**src/dsc_pkg.sv**
```systemverilog
// Package for the drive serial command front end: register map, field layout, reset values, codes.
// Assumes a 32-bit Avalon-MM slave port with waitrequest and a single clock.
package dsc_pkg;

   // ==========================================================================
   // Register offsets (byte addresses)
   // ==========================================================================
   localparam logic [5:0] DSC_OFS_REF       = 6'h00;
   localparam logic [5:0] DSC_OFS_CTRLWORD  = 6'h04;
   localparam logic [5:0] DSC_OFS_SELECT    = 6'h08;
   localparam logic [5:0] DSC_OFS_REF_LIMIT = 6'h0C;
   localparam logic [5:0] DSC_OFS_FRQ_LIMIT = 6'h10;
   localparam logic [5:0] DSC_OFS_FREQ_IN   = 6'h14;
   localparam logic [5:0] DSC_OFS_FREQ_OUT  = 6'h18;
   localparam logic [5:0] DSC_OFS_SPEED     = 6'h1C;
   localparam logic [5:0] DSC_OFS_STATION   = 6'h20;
   localparam logic [5:0] DSC_OFS_CMD       = 6'h24;

   // ==========================================================================
   // Scaling and field positions
   // ==========================================================================
   localparam int          DSC_WORD_W      = 16;
   localparam int          DSC_FULL_SHIFT  = 14;
   localparam logic [15:0] DSC_FULL_SCALE  = 16'h4000;
   localparam logic [15:0] DSC_MAX_SCALE   = 16'h7FFF;
   localparam int          DSC_CW_DCHOLD   = 2;
   localparam int          DSC_CW_COAST    = 3;
   localparam int          DSC_CW_QSTOP    = 4;
   localparam int          DSC_SEL_COAST   = 0;
   localparam int          DSC_SEL_QSTOP   = 2;
   localparam int          DSC_SEL_DCHOLD  = 4;
   localparam int          DSC_NUM_MERGE   = 3;

   // ==========================================================================
   // Station address and baud rate
   // ==========================================================================
   localparam logic [7:0]  DSC_ADDR_DEFAULT   = 8'h01;
   localparam logic [7:0]  DSC_ADDR_MAX_NAT   = 8'hF7;
   localparam logic [7:0]  DSC_ADDR_MAX_BLD   = 8'hFF;
   localparam logic [7:0]  DSC_ADDR_MAX_RTU   = 8'hF7;
   localparam logic [2:0]  DSC_BAUD_DEFAULT   = 3'h5;
   localparam logic [2:0]  DSC_BAUD_MAX_CODE  = 3'h5;
   localparam logic [31:0] DSC_RD_UNMAPPED    = 32'h0000_0000;

   // ==========================================================================
   // Types
   // ==========================================================================
   typedef enum logic [1:0] {
      DSC_SRC_DIGITAL = 2'h0,
      DSC_SRC_SERIAL  = 2'h1,
      DSC_SRC_AND     = 2'h2,
      DSC_SRC_OR      = 2'h3
   } dsc_src_type;

   typedef enum logic [1:0] {
      DSC_PROTO_NATIVE = 2'h0,
      DSC_PROTO_BLDG   = 2'h1,
      DSC_PROTO_RTU    = 2'h3
   } dsc_proto_type;

   localparam logic [5:0]  DSC_SELECT_RESET = {DSC_SRC_OR, DSC_SRC_OR, DSC_SRC_OR};

   typedef struct packed {
      logic [5:0]  address;
      logic        read;
      logic        write;
      logic [31:0] writedata;
      logic [3:0]  byteenable;
   } dsc_avm_req_type;

   typedef struct packed {
      logic        coast_n;
      logic        qstop_n;
      logic        dchold_n;
   } dsc_cmd_type;

   typedef struct packed {
      logic        coast_n;
      logic        qstop_n;
      logic        dchold_n;
      logic        reverse;
   } dsc_drive_type;

endpackage : dsc_pkg

```
**src/dsc_merge.sv**
```systemverilog
// Command source merge: combines one digital-input level with one control-word bit.
// Both sources active low; selector code from the main block.
`timescale 1ns/100ps
module dsc_merge
   import dsc_pkg::*;
(
   // Sources
   input  wire logic        dig_n,
   input  wire logic        ser_n,
   input  wire dsc_src_type sel,
   // Result, active low
   output      logic        cmd_n
);

   // Run needs: 0 dig high, 1 ser high, 2 either high, 3 both high
   wire logic run_dig = dig_n;
   wire logic run_ser = ser_n;
   wire logic run_and = dig_n | ser_n;
   wire logic run_or  = dig_n & ser_n;

   assign cmd_n = (sel == DSC_SRC_DIGITAL) ? run_dig :
                  (sel == DSC_SRC_SERIAL)  ? run_ser :
                  (sel == DSC_SRC_AND)     ? run_and : run_or;

endmodule : dsc_merge

```
**src/dsc_core.sv**
```systemverilog
// Drive serial command front end: reference decode, frequency encode, address/baud hold, command merge.
// Assumes an Avalon-MM master on the register port and a local operator unit on its own write strobes.
//
// How it works
// - Speed reference is signed 16-bit; 16384 is 100%, 32767 is 200%.
// - Positive reference 0..16384 maps linearly between minimum and maximum reference.
// - Negative two's complement reference reverses rotation direction.
// - Output frequency reported signed 16-bit, 16384 is 100%.
// - Reported 0..16384 scales between frequency low and high limits.
// - Station address range depends on protocol; default 1.
// - Station address writes over the serial bus are refused; local unit only.
// - Baud codes 0..5 mean 300..9600 baud; default 9600.
// - Baud code cannot change over the serial bus; local unit only.
// - Selector codes: digital, serial, AND, OR; OR is default.
// - Serial code ignores the digital input entirely.
// - Coast active low on input and control-word bit 3, merged per code.
// - Under AND code both sources must activate before command takes effect.
// - Quick-stop active low on input and bit 4, same tables.
// - DC hold active low on input and bit 2, per its own selector.
`timescale 1ns/100ps
module dsc_core
   import dsc_pkg::*;
(
   // Clock and reset
   input  wire logic          clk,
   input  wire logic          rst,
   // Avalon-MM slave
   input  wire logic [5:0]    avs_address,
   input  wire logic          avs_read,
   input  wire logic          avs_write,
   input  wire logic [31:0]   avs_writedata,
   input  wire logic [3:0]    avs_byteenable,
   output      logic [31:0]   avs_readdata,
   output      logic          avs_waitrequest,
   // Local operator unit
   input  wire logic          op_addr_we,
   input  wire logic [7:0]    op_addr,
   input  wire logic          op_baud_we,
   input  wire logic [2:0]    op_baud,
   input  wire dsc_proto_type op_proto,
   // Digital inputs, active low
   input  wire logic          coast_in_n,
   input  wire logic          qstop_in_n,
   input  wire logic          dchold_in_n,
   // Drive side
   output      dsc_drive_type drive,
   output      logic [15:0]   speed_ref,
   output      logic [7:0]    station_addr,
   output      logic [2:0]    baud_code
);

   // ==========================================================================
   // Bus front end: one wait cycle, answer on the second edge
   // ==========================================================================
   dsc_avm_req_type req;
   logic            ack_r;
   logic            ack_nxt;
   logic [15:0]     ref_r;
   logic [15:0]     cw_r;
   logic [5:0]      sel_r;
   logic [15:0]     ref_min_r;
   logic [15:0]     ref_max_r;
   logic [15:0]     frq_lo_r;
   logic [15:0]     frq_hi_r;
   logic [15:0]     freq_in_r;
   assign req.address    = avs_address;
   assign req.read       = avs_read;
   assign req.write      = avs_write;
   assign req.writedata  = avs_writedata;
   assign req.byteenable = avs_byteenable;

   wire logic req_on = req.read | req.write;
   assign ack_nxt         = req_on & ~ack_r;
   assign avs_waitrequest = req_on & ~ack_r;
   wire logic wr_go = req.write & ack_r;

   // Ack alternates so a held request is answered once every two edges
   always_ff @(posedge clk) begin
      if (rst) begin
         ack_r <= 1'b0;
      end else begin
         ack_r <= ack_nxt;
      end
   end

   // Byte-lane merge of write data into a 32-bit old value
   function automatic logic [31:0] lane_merge(input logic [31:0] old, input logic [31:0] wd,
                                              input logic [3:0] be);
      logic [31:0] res;
      res = old;
      for (int i = 0; i < 4; i++) begin
         if (be[i]) begin
            res[i*8 +: 8] = wd[i*8 +: 8];
         end
      end
      return res;
   endfunction : lane_merge

   wire logic [31:0] wd_m_ref  = lane_merge({16'h0000, ref_r}, req.writedata, req.byteenable);
   wire logic [31:0] wd_m_cw   = lane_merge({16'h0000, cw_r}, req.writedata, req.byteenable);
   wire logic [31:0] wd_m_sel  = lane_merge({26'h000_0000, sel_r}, req.writedata, req.byteenable);
   wire logic [31:0] wd_m_rlim = lane_merge({ref_max_r, ref_min_r}, req.writedata, req.byteenable);
   wire logic [31:0] wd_m_flim = lane_merge({frq_hi_r, frq_lo_r}, req.writedata, req.byteenable);
   wire logic [31:0] wd_m_fin  = lane_merge({16'h0000, freq_in_r}, req.writedata, req.byteenable);

   // Address decode shared by write strobes and read mux
   wire logic at_ref  = (req.address == DSC_OFS_REF);
   wire logic at_cw   = (req.address == DSC_OFS_CTRLWORD);
   wire logic at_sel  = (req.address == DSC_OFS_SELECT);
   wire logic at_rlim = (req.address == DSC_OFS_REF_LIMIT);
   wire logic at_flim = (req.address == DSC_OFS_FRQ_LIMIT);
   wire logic at_fin  = (req.address == DSC_OFS_FREQ_IN);
   wire logic at_fout = (req.address == DSC_OFS_FREQ_OUT);
   wire logic at_spd  = (req.address == DSC_OFS_SPEED);
   wire logic at_stn  = (req.address == DSC_OFS_STATION);
   wire logic at_cmd  = (req.address == DSC_OFS_CMD);

   wire logic hit_ref  = wr_go & at_ref;
   wire logic hit_cw   = wr_go & at_cw;
   wire logic hit_sel  = wr_go & at_sel;
   wire logic hit_rlim = wr_go & at_rlim;
   wire logic hit_flim = wr_go & at_flim;
   wire logic hit_fin  = wr_go & at_fin;

   // ==========================================================================
   // Software registers
   // ==========================================================================
   always_ff @(posedge clk) begin
      if (rst) begin
         ref_r     <= 16'h0000;
         cw_r      <= 16'hFFFF;
         sel_r     <= DSC_SELECT_RESET;
         freq_in_r <= 16'h0000;
      end else begin
         if (hit_ref)  ref_r <= wd_m_ref[15:0];
         if (hit_cw)   cw_r  <= wd_m_cw[15:0];
         if (hit_sel)  sel_r <= wd_m_sel[5:0];
         if (hit_fin)  freq_in_r <= wd_m_fin[15:0];
      end
   end

   // Both halves of a limit word land together
   always_ff @(posedge clk) begin
      if (rst) begin
         ref_min_r <= 16'h0000;
         ref_max_r <= 16'h0000;
      end else if (hit_rlim) begin
         ref_min_r <= wd_m_rlim[15:0];
         ref_max_r <= wd_m_rlim[31:16];
      end
   end

   always_ff @(posedge clk) begin
      if (rst) begin
         frq_lo_r <= 16'h0000;
         frq_hi_r <= 16'h0000;
      end else if (hit_flim) begin
         frq_lo_r <= wd_m_flim[15:0];
         frq_hi_r <= wd_m_flim[31:16];
      end
   end

   // ==========================================================================
   // Station address and baud, local unit only
   // ==========================================================================
   logic [7:0] addr_r;
   logic [2:0] baud_r;

   wire logic [7:0] addr_lo  = (op_proto == DSC_PROTO_NATIVE) ? 8'h00 : 8'h01;
   wire logic [7:0] addr_hi  = (op_proto == DSC_PROTO_BLDG)   ? DSC_ADDR_MAX_BLD :
                               (op_proto == DSC_PROTO_RTU)    ? DSC_ADDR_MAX_RTU : DSC_ADDR_MAX_NAT;
   wire logic       addr_ok  = (op_addr >= addr_lo) && (op_addr <= addr_hi);
   wire logic       baud_ok  = op_baud <= DSC_BAUD_MAX_CODE;

   // Bus has no write path here, so serial writes to these never land
   always_ff @(posedge clk) begin
      if (rst) begin
         addr_r <= DSC_ADDR_DEFAULT;
      end else if (op_addr_we && addr_ok) begin
         addr_r <= op_addr;
      end
   end

   // Out-of-range codes from the local unit are dropped
   always_ff @(posedge clk) begin
      if (rst) begin
         baud_r <= DSC_BAUD_DEFAULT;
      end else if (op_baud_we && baud_ok) begin
         baud_r <= op_baud;
      end
   end
   assign station_addr = addr_r;
   assign baud_code    = baud_r;

   // ==========================================================================
   // Reference decode
   // ==========================================================================
   logic [15:0] speed_r;
   logic        rev_r;

   wire logic        ref_neg = ref_r[15];
   wire logic [15:0] ref_mag = ref_neg ? (~ref_r + 16'h0001) : ref_r;
   wire logic [16:0] ref_span = {1'b0, ref_max_r} - {1'b0, ref_min_r};
   // Magnitude of 0x8000 is 32768; the wide product still holds it
   wire logic [33:0] ref_prod = {17'h0_0000, ref_mag} * {17'h0_0000, ref_span};
   wire logic [15:0] ref_scl  = ref_prod[DSC_FULL_SHIFT +: 16];
   wire logic [15:0] speed_nxt = ref_min_r + ref_scl;

   always_ff @(posedge clk) begin
      if (rst) begin
         speed_r <= 16'h0000;
         rev_r   <= 1'b0;
      end else begin
         speed_r <= speed_nxt;
         rev_r   <= ref_neg;
      end
   end
   assign speed_ref = speed_r;

   // ==========================================================================
   // Frequency encode
   // ==========================================================================
   logic [15:0] freq_out_r;

   wire logic [15:0] frq_span = frq_hi_r - frq_lo_r;
   // Zero span reports 0 rather than dividing by zero
   wire logic        frq_zero = (frq_span == 16'h0000);
   // Below the low limit the offset is negated, so the code goes negative
   wire logic        frq_low  = freq_in_r < frq_lo_r;
   wire logic [15:0] frq_off  = frq_low ? (frq_lo_r - freq_in_r) : (freq_in_r - frq_lo_r);
   wire logic [31:0] frq_num  = {2'b00, frq_off, 14'h0000};
   wire logic [31:0] frq_q    = frq_zero ? 32'h0000_0000 : frq_num / {16'h0000, frq_span};
   wire logic [15:0] frq_sat  = (frq_q > {16'h0000, DSC_MAX_SCALE}) ? DSC_MAX_SCALE : frq_q[15:0];
   wire logic [15:0] frq_enc  = frq_low ? (~frq_sat + 16'h0001) : frq_sat;

   always_ff @(posedge clk) begin
      if (rst) begin
         freq_out_r <= 16'h0000;
      end else begin
         freq_out_r <= frq_enc;
      end
   end

   // ==========================================================================
   // Command merges
   // ==========================================================================
   dsc_cmd_type dig_n;
   dsc_cmd_type ser_n;
   dsc_cmd_type mrg_n;
   dsc_cmd_type cmd_r;

   assign dig_n = '{coast_n: coast_in_n, qstop_n: qstop_in_n, dchold_n: dchold_in_n};
   assign ser_n = '{coast_n:  cw_r[DSC_CW_COAST],
                    qstop_n:  cw_r[DSC_CW_QSTOP],
                    dchold_n: cw_r[DSC_CW_DCHOLD]};

   // Struct order is coast, qstop, dchold: bit 2 down to 0; selector fields 0,2,4
   for (genvar g = 0; g < DSC_NUM_MERGE; g++) begin : g_merge
      dsc_merge u_merge (
         .dig_n (dig_n[DSC_NUM_MERGE-1-g]),
         .ser_n (ser_n[DSC_NUM_MERGE-1-g]),
         .sel   (dsc_src_type'(sel_r[2*g +: 2])),
         .cmd_n (mrg_n[DSC_NUM_MERGE-1-g])
      );
   end

   // Registered so a selector write or input change shows on one edge
   always_ff @(posedge clk) begin
      if (rst) begin
         cmd_r <= '{coast_n: 1'b1, qstop_n: 1'b1, dchold_n: 1'b1};
      end else begin
         cmd_r <= mrg_n;
      end
   end
   assign drive = '{coast_n: cmd_r.coast_n, qstop_n: cmd_r.qstop_n,
                    dchold_n: cmd_r.dchold_n, reverse: rev_r};

   // ==========================================================================
   // Read mux
   // ==========================================================================
   logic [31:0] rd_r;
   // Unmapped offsets read as zero
   wire logic [31:0] rd_sel =
      at_ref  ? {16'h0000, ref_r} :
      at_cw   ? {16'h0000, cw_r} :
      at_sel  ? {26'h000_0000, sel_r} :
      at_rlim ? {ref_max_r, ref_min_r} :
      at_flim ? {frq_hi_r, frq_lo_r} :
      at_fin  ? {16'h0000, freq_in_r} :
      at_fout ? {16'h0000, freq_out_r} :
      at_spd  ? {15'h0000, rev_r, speed_r} :
      at_stn  ? {21'h00_0000, baud_r, addr_r} :
      at_cmd  ? {28'h000_0000, drive} : DSC_RD_UNMAPPED;

   // Read data captured in the wait cycle, held until the next read
   always_ff @(posedge clk) begin
      if (rst) begin
         rd_r <= 32'h0000_0000;
      end else if (req.read & ~ack_r) begin
         rd_r <= rd_sel;
      end
   end
   assign avs_readdata = rd_r;

endmodule : dsc_core

```
**config.mk**
```make
export PLATFORM = sky130hd
export DESIGN_NAME = dsc_core
export DESIGN_NICKNAME = d
export VERILOG_FILES = /design/src/dsc_pkg.sv /design/src/dsc_merge.sv /design/src/dsc_core.sv
export SDC_FILE = /design/constraint.sdc
export NUM_CORES = 2
export LEC_CHECK = 0
export ABC_CLOCK_PERIOD_IN_PS = 140900
export BUFFER_PORTS_ARGS = -buffer_cell sky130_fd_sc_hd__buf_2
export CAP_MARGIN = 20
export CORE_MARGIN = 2
export CORE_UTILIZATION = 62
export CTS_CLUSTER_SIZE = 20
export DETAILED_ROUTE_END_ITERATION = 16
export GPL_TIMING_DRIVEN = 0
export PLACE_DENSITY = 0.79
export SLEW_MARGIN = 20
export SYNTH_ARGS = -nofsm -noshare
export SYNTH_HDL_FRONTEND = slang
export SYNTH_SLANG_ARGS = --single-unit
```
**constraint.sdc**
```tcl
create_clock -name clk -period 140.9 [get_ports clk]
set_input_delay 7.045 -clock clk [delete_from_list [all_inputs] [get_ports clk]]
set_output_delay 7.045 -clock clk [all_outputs]
set_load 0.005 [all_outputs]
```
[Word-level counts from Yosys, hierarchy flattened]
Index checks and enable logic that the tools add are counted.
Operators by class
  reductions and logical operators: 24
  bitwise logic cells: 19
  divide/modulo/power cells: 1
  add/subtract/negate cells: 7
  multiply operators: 1
  multiplexer cells: 26
  order comparisons: 5
  equal/unequal tests: 16
Operators with widths (count)
  32-bit 2-to-1 mux: 6
  16-bit 2-to-1 mux: 4
  17-bit 2-to-1 mux: 3
  16-bit subtractor: 3
  16-bit by 1-bit adder with 16-bit output (second input constant): 2
  30-bit by 16-bit divider with 32-bit output: 1
  32-bit by 15-bit > comparator with 1-bit output (second input constant): 1
  16-bit inverter: 2
  16-bit by 17-bit multiplier with 30-bit output: 1
  2-bit AND reduction: 15
  6-bit by 5-bit equality test with 1-bit output (second input constant): 4
  16-bit by 16-bit subtractor with 17-bit output: 1
  16-bit adder: 1
  16-bit zero test: 1
  16-bit less-than comparator: 1
  1-bit AND: 12
  6-bit by 4-bit equality test with 1-bit output (second input constant): 2
  6-bit equality test (second input constant): 2
  11-bit 2-to-1 mux: 1
  1-bit 2-to-1 mux: 10
  2-bit by 1-bit equality test with 1-bit output (second input constant): 4
  8-bit by 1-bit greater-or-equal comparator with 1-bit output: 1
  8-bit <= comparator: 1
  2-bit zero test: 4
  other kinds (8): 16
Storage, ports and cells
  register bits after elaboration: 198
  input bits: 64
  output and inout port bits: 64
  logic and storage cells: 124

[Longest topological paths before layout]
  depth in word-level cells: 11
  mapped depth: 502
  mapped depth without buffers: 461

[Hierarchy]
Synthesis repeated with hierarchy kept, for this count alone.
Second synthesis, totals
  cells, all modules: 6220
  area, all modules: 45742.6 µm²
By module, submodules not included
  dsc_core: area an instance 45678.8 µm², times used 1, seq. area each 3963.8 µm², cells each 6208
  dsc_merge: area an instance 21.3 µm², times used 3, seq. area each 0.0 µm², cells each 4

[Worst setup path after synthesis]
OpenSTA, ideal clock, no wires.
  path kind: register -> register
  start point: register frq_lo_r[1]
  end point: register freq_out_r[14]
  path slack: 51.513 ns
  period minus slack after synthesis: 89.387 ns
  cell stages (with the launch flop): 486
  arrival time: 89.248 ns
  path buffers: 47
  setup time: 0.139 ns
  data required time: 140.761 ns
  cell sequence: dfxtp_1 > inv_1 > fa_1 > a21o_1 > a211o_1 > a2111o_1 > nand3_2 > o21ai_2 > buf_6 > nor3_2 > buf_2 > and3_1 > and3_1 > o21ai_0 > nor3b_1 > ha_1 > a21boi_0 > o21a_1 > [... 450 more ...] > nor2b_1 > o21ai_0 > nand2b_1 > a21oi_1 > nor2b_1 > o21ai_0 > nand2b_1 > a221oi_1 > nand4_1 > a311o_1 > or2_2 > o21ai_0 > ha_1 > and3_1 > a21o_1 > a21boi_1 > a221o_1 > a31oi_1
Between the ends
  cells in the longest elaborated chain, start to end: 9
  elaborated cells between the ends (all ways): 13
  those cells by class: add/sub: 4; div: 1; order compare: 2; mux: 4; bitwise: 1; reduce/logical: 1
RTL lines
  start, declared: RTL line dsc_core.sv:63  | logic [15:0] frq_lo_r;
  start signal, assigned: RTL line dsc_core.sv:158  | frq_lo_r <= wd_m_flim[15:0];
  16-bit subtractor / 16-bit less-than comparator (equally long branches): RTL line dsc_core.sv:230, dsc_core.sv:229
  16-bit 2-to-1 mux: RTL line dsc_core.sv:230  | wire logic [15:0] frq_off = frq_low ? (frq_lo_r - freq_in_r) : (freq_in_r - frq_lo_r);
  30-bit by 16-bit divider with 32-bit output: RTL line dsc_core.sv:232  | wire logic [31:0] frq_q = frq_zero ? 32'h0000_0000 : frq_num / {16'h0000, frq_span};
  32-bit 2-to-1 mux: RTL line dsc_core.sv:232
  32-bit by 15-bit > comparator with 1-bit output: RTL line dsc_core.sv:233  | wire logic [15:0] frq_sat = (frq_q > {16'h0000, DSC_MAX_SCALE}) ? DSC_MAX_SCALE : frq_q[15:0];
  16-bit 2-to-1 mux: RTL line dsc_core.sv:233
  16-bit inverter: RTL line dsc_core.sv:234  | wire logic [15:0] frq_enc = frq_low ? (~frq_sat + 16'h0001) : frq_sat;
  16-bit by 1-bit adder with 16-bit output: RTL line dsc_core.sv:234
  16-bit 2-to-1 mux (*): RTL line dsc_core.sv:234
  end signal, assigned: RTL line dsc_core.sv:240  | freq_out_r <= frq_enc;
  end, declared: RTL line dsc_core.sv:223  | logic [15:0] freq_out_r;
Every way passes the cells marked *; elsewhere a longest branch is shown, timed or not.
A chain may end at the register's enable or synchronous reset.

[Worst setup path after layout]
Ends and elaborated chain as after synthesis.

==> summary by stage <==
Yosys
The area share of the largest cell type after synthesis is 15.0%. The count of flip-flops with a built-in enable after synthesis is 0. Sequential cells were found to cover 8.73% of the synthesized design area. The synthesized netlist occupies a cell area of 45400 sq um.

The average instance in the mapped netlist occupies 7.33 sq um. Yosys printed 0 warnings. Synthesis produced 6189 cells. For this run, asynchronously set or reset flops after synthesis account for 0%. The register bit count reported by yosys is 198. In the synthesized netlist the dominant register cell turns out to be sky130_fd_sc_hd__dfxtp_1. Synthesis instantiated 133 different standard cells from the library. The biggest area contributor in the post-synthesis netlist is sky130_fd_sc_hd__ha_1.

Sorting the synthesized cells by area gives the leading types as sky130_fd_sc_hd__ha_1, sky130_fd_sc_hd__fa_1, sky130_fd_sc_hd__dfxtp_1, sky130_fd_sc_hd__nand2_1, sky130_fd_sc_hd__a21oi_1.

STA
The final critical-path required period is 115.71 ns. The worst slack on hold paths is 0.478 ns. Based on the critical path, the design can be clocked at up to 8.64 MHz. The count of final max-slew check failures came to 0. Dividing the final minimum period by the clock period gives 82.1%. For the pin with the worst max-slew slack, the measured transition is 1.25 ns. Measured against its own limit, the worst slew margin works out to 16.2%. The number of hold violations in the final report is 0. The total of endpoints with negative setup slack in the final report is 0. The setup TNS is 0 ns. Setup repair after global routing left no endpoint under its margin. The clock arrives with 0.0220 ns of skew.

Critical path
The critical path in this run is classified as reg -> reg. The critical path's slowest cell is sky130_fd_sc_hd__o31ai_1. For this run, the slowest stage of the critical path takes 0.91 ns. At the worst endpoint, the required time is 141.21 ns. Along the worst path, the maximum fanout reaches 23. The worst setup path is captured at a flop. The critical path's most frequent cell is sky130_fd_sc_hd__o21ai_0. The data arrival time at the worst-slack endpoint is 116.01 ns. The worst setup path is launched from a flop.

Floorplanning
The area of the die is 75400 sq um. The die boundary height is 275 um. The initial core utilization is 62.4%. The die is 275 um wide.

128 I/O pins were placed. The region available for standard cell placement spans 72700 sq um. The placement row count is 99.

Global route
The via count of the first global-routing pass came to 44.5k. The total track usage is 41.4%. The global-route wire length before repair is 247000 um. The overall overflow remaining after global route is 0. The largest net degree at the start of global routing is 32.

The initial antenna violation count is 3.

Drt
For this block, the via count after detailed routing is 47.9k. Summed over all layers, the routed wires come to 160000 um. For this block, the initial DRC count from the detailed router was 5196. The final routed wire length divided by cell count is 21.9 um. The number of design rule violations left after detail routing is 0. The detailed-router iteration count before antenna repair is 8. The average vias per placed instance is 6.55. The remaining number of nets flagged by the antenna check after routing is 0.

Flow run
The max capacitance violation total is 0.

Final layout
The number of standard cells in the layout, taps in and fillers out is 7322. The fraction of final layout cells with drive strength greater than 1 is 7.22%. The net count of the finished layout is 7168.

Fill cells in the final layout number 6520. The relative area change from synthesis to final layout is 6.04%.

Clocking
The clock sink count is 198. The buffer levels on the longest clock path is 2. The count of hold buffers inserted by post-cts repair is 0. Buffers inserted during clock tree synthesis total 17. The clock-pin transition on the worst setup and hold timing paths is 0.10 ns. In this run the post-CTS setup repair buffer count came out at 0. TritonCTS built the clock tree. The clock tree root driver cell is sky130_fd_sc_hd__clkbuf_16. The post-cts repair resize count is 0. The maximum level of the CTS H-tree is 4. At the later pin of the worst-skew pair, clock insertion delay measures 0.46 ns.

Placed design
Counting tap cells, the placed design contains a total of 7287 instances. During placement, the flow inserted port buffers numbering 125. The global placer's final weighted congestion is 1.03. Summed over all nets, the half-perimeter wirelength after detailed placement is 131000 um.

Outcome
The flow ran to the end, and the final reports show no timing, DRC or antenna violations.

Hold path
The tightest min-delay check is of the reg -> reg type.
final timing paths:
check	start	end	slack, ns	cells past startpoint
max	frq_lo_r[1]	freq_out_r[14]	25.19	484
min	frq_lo_r[8]	frq_lo_r[8]	0.48	2
max reg2reg	frq_lo_r[1]	freq_out_r[14]	25.19	484
min reg2reg	frq_lo_r[8]	frq_lo_r[8]	0.48	2
Yosys cell counts, drive strengths merged (48+ instances only):
library cell  count
a211oi           66
a21o            147
a21oi           530
a31oi            53
and2             84
and3             48
buf              50
clkbuf          169
dfxtp           198
fa              211
ha              545
inv             483
mux2             93
mux2i           100
nand2           709
nand2b           85
nand3           118
nand4            66
nor2            572
nor2b           101
nor3            155
o211ai           55
o21a            104
o21ai           364
o21bai           62
o31ai            79
or2              48
or3              49
xnor2           224
xor2            123
layout by cell type, fill, tap and decap left out, types with 34 or more instances in the layout:
master                       n
sky130_fd_sc_hd__inv_1     478
sky130_fd_sc_hd__nand2b_1   85
sky130_fd_sc_hd__nor2b_1   101
sky130_fd_sc_hd__a21o_1    147
sky130_fd_sc_hd__o211ai_1   54
sky130_fd_sc_hd__mux2i_1    95
sky130_fd_sc_hd__and3_1     47
sky130_fd_sc_hd__a31oi_1    52
sky130_fd_sc_hd__o31ai_1    77
sky130_fd_sc_hd__clkbuf_1  169
sky130_fd_sc_hd__o21a_1    102
sky130_fd_sc_hd__xor2_1    123
sky130_fd_sc_hd__ha_1      544
sky130_fd_sc_hd__dfxtp_1   198
sky130_fd_sc_hd__mux2_2     93
sky130_fd_sc_hd__and2_1     82
sky130_fd_sc_hd__xnor2_1   222
sky130_fd_sc_hd__o21bai_1   61
sky130_fd_sc_hd__o21ai_0   339
sky130_fd_sc_hd__a211o_1    44
sky130_fd_sc_hd__nor4_1     34
sky130_fd_sc_hd__a21oi_1   526
sky130_fd_sc_hd__a211oi_1   60
sky130_fd_sc_hd__nand2_1   707
sky130_fd_sc_hd__nor3_1    145
sky130_fd_sc_hd__or2_2      42
sky130_fd_sc_hd__nor2_1    567
sky130_fd_sc_hd__nand3_1   115
sky130_fd_sc_hd__or3_1      48
sky130_fd_sc_hd__fa_1      211
sky130_fd_sc_hd__buf_2     150
sky130_fd_sc_hd__nand4_1    66
registers in the layout, indices dropped and copies added (netlist names), 16 cells and up:
signal / cells
avs_readdata: 32
cw_r: 16
freq_in_r: 16
freq_out_r: 16
frq_hi_r: 16
frq_lo_r: 16
ref_max_r: 16
ref_min_r: 16
ref_r: 16
speed_ref: 16
logic make-up (layout without fill, tap and decap cells):
| kind of cell | after synthesis | count (layout) | synth area share [%] |
|---|---|---|---|
| compound gates | 1824 | 1824 | 26.6 |
| xor+xnor | 347 | 347 | 6.70 |
| fa+ha+maj | 756 | 756 | 24.3 |
| buf+inv | 704 | 875 | 6.01 |
| flops | 198 | 198 | 8.73 |
| mux | 198 | 198 | 4.82 |
| other cells | 1 | 4 | 0.00826 |
| simple gates | 2161 | 2161 | 22.8 |
critical path, delay by kind of cell (launching register included):
| family | cells | cell delay [ns] |
|---|---|---|
| adder cells (fa/ha/maj) | 33 | 11.09 |
| AO/OA/AOI/OAI | 252 | 54.10 |
| flip-flops | 1 | 0.47 |
| AND/OR/NAND/NOR | 134 | 26.94 |
| multiplexers | 11 | 3.98 |
| buffers and inverters | 54 | 18.61 |
per-stage QoR:
step | utilization [%] | cell area, sq um | setup slack, ns
2_1_floorplan | - | 45400 | 51.51
3_3_place_gp | 64.9 | 47200 | 28.11
3_5_place_dp | 65.3 | 47500 | 28.64
4_1_cts | 66.2 | 48100 | 28.04
5_1_grt | 66.2 | 48100 | 16.14
6_report | 66.2 | 48100 | 25.19
metal layers:
layer  up-vias  track usage [%]  part of all wire [%]
met5         -                0                 0.016
met4         4             14.8                   4.1
met3       375             10.9                    12
met2      2377             63.8                    42
met1     22700             55.6                    42
li1      22500                -                     -
cell type report:
cell class | count | area [sq um] | area share, %
antenna | 2 | 5.00 | 0.0104
clock inverter | 14 | 164 | 0.341
tap | 959 | 1200 | 2.49
clock buffer | 18 | 439 | 0.913
sequential | 198 | 3960 | 8.24
inverter | 485 | 1820 | 3.79
buffer | 219 | 905 | 1.88
multi-input combinational | 5288 | 38800 | 80.6
timing repair buffer | 139 | 856 | 1.78
Power is not shown: default switching activity piles up to over one toggle a cycle in this logic, so the estimate is an artifact.
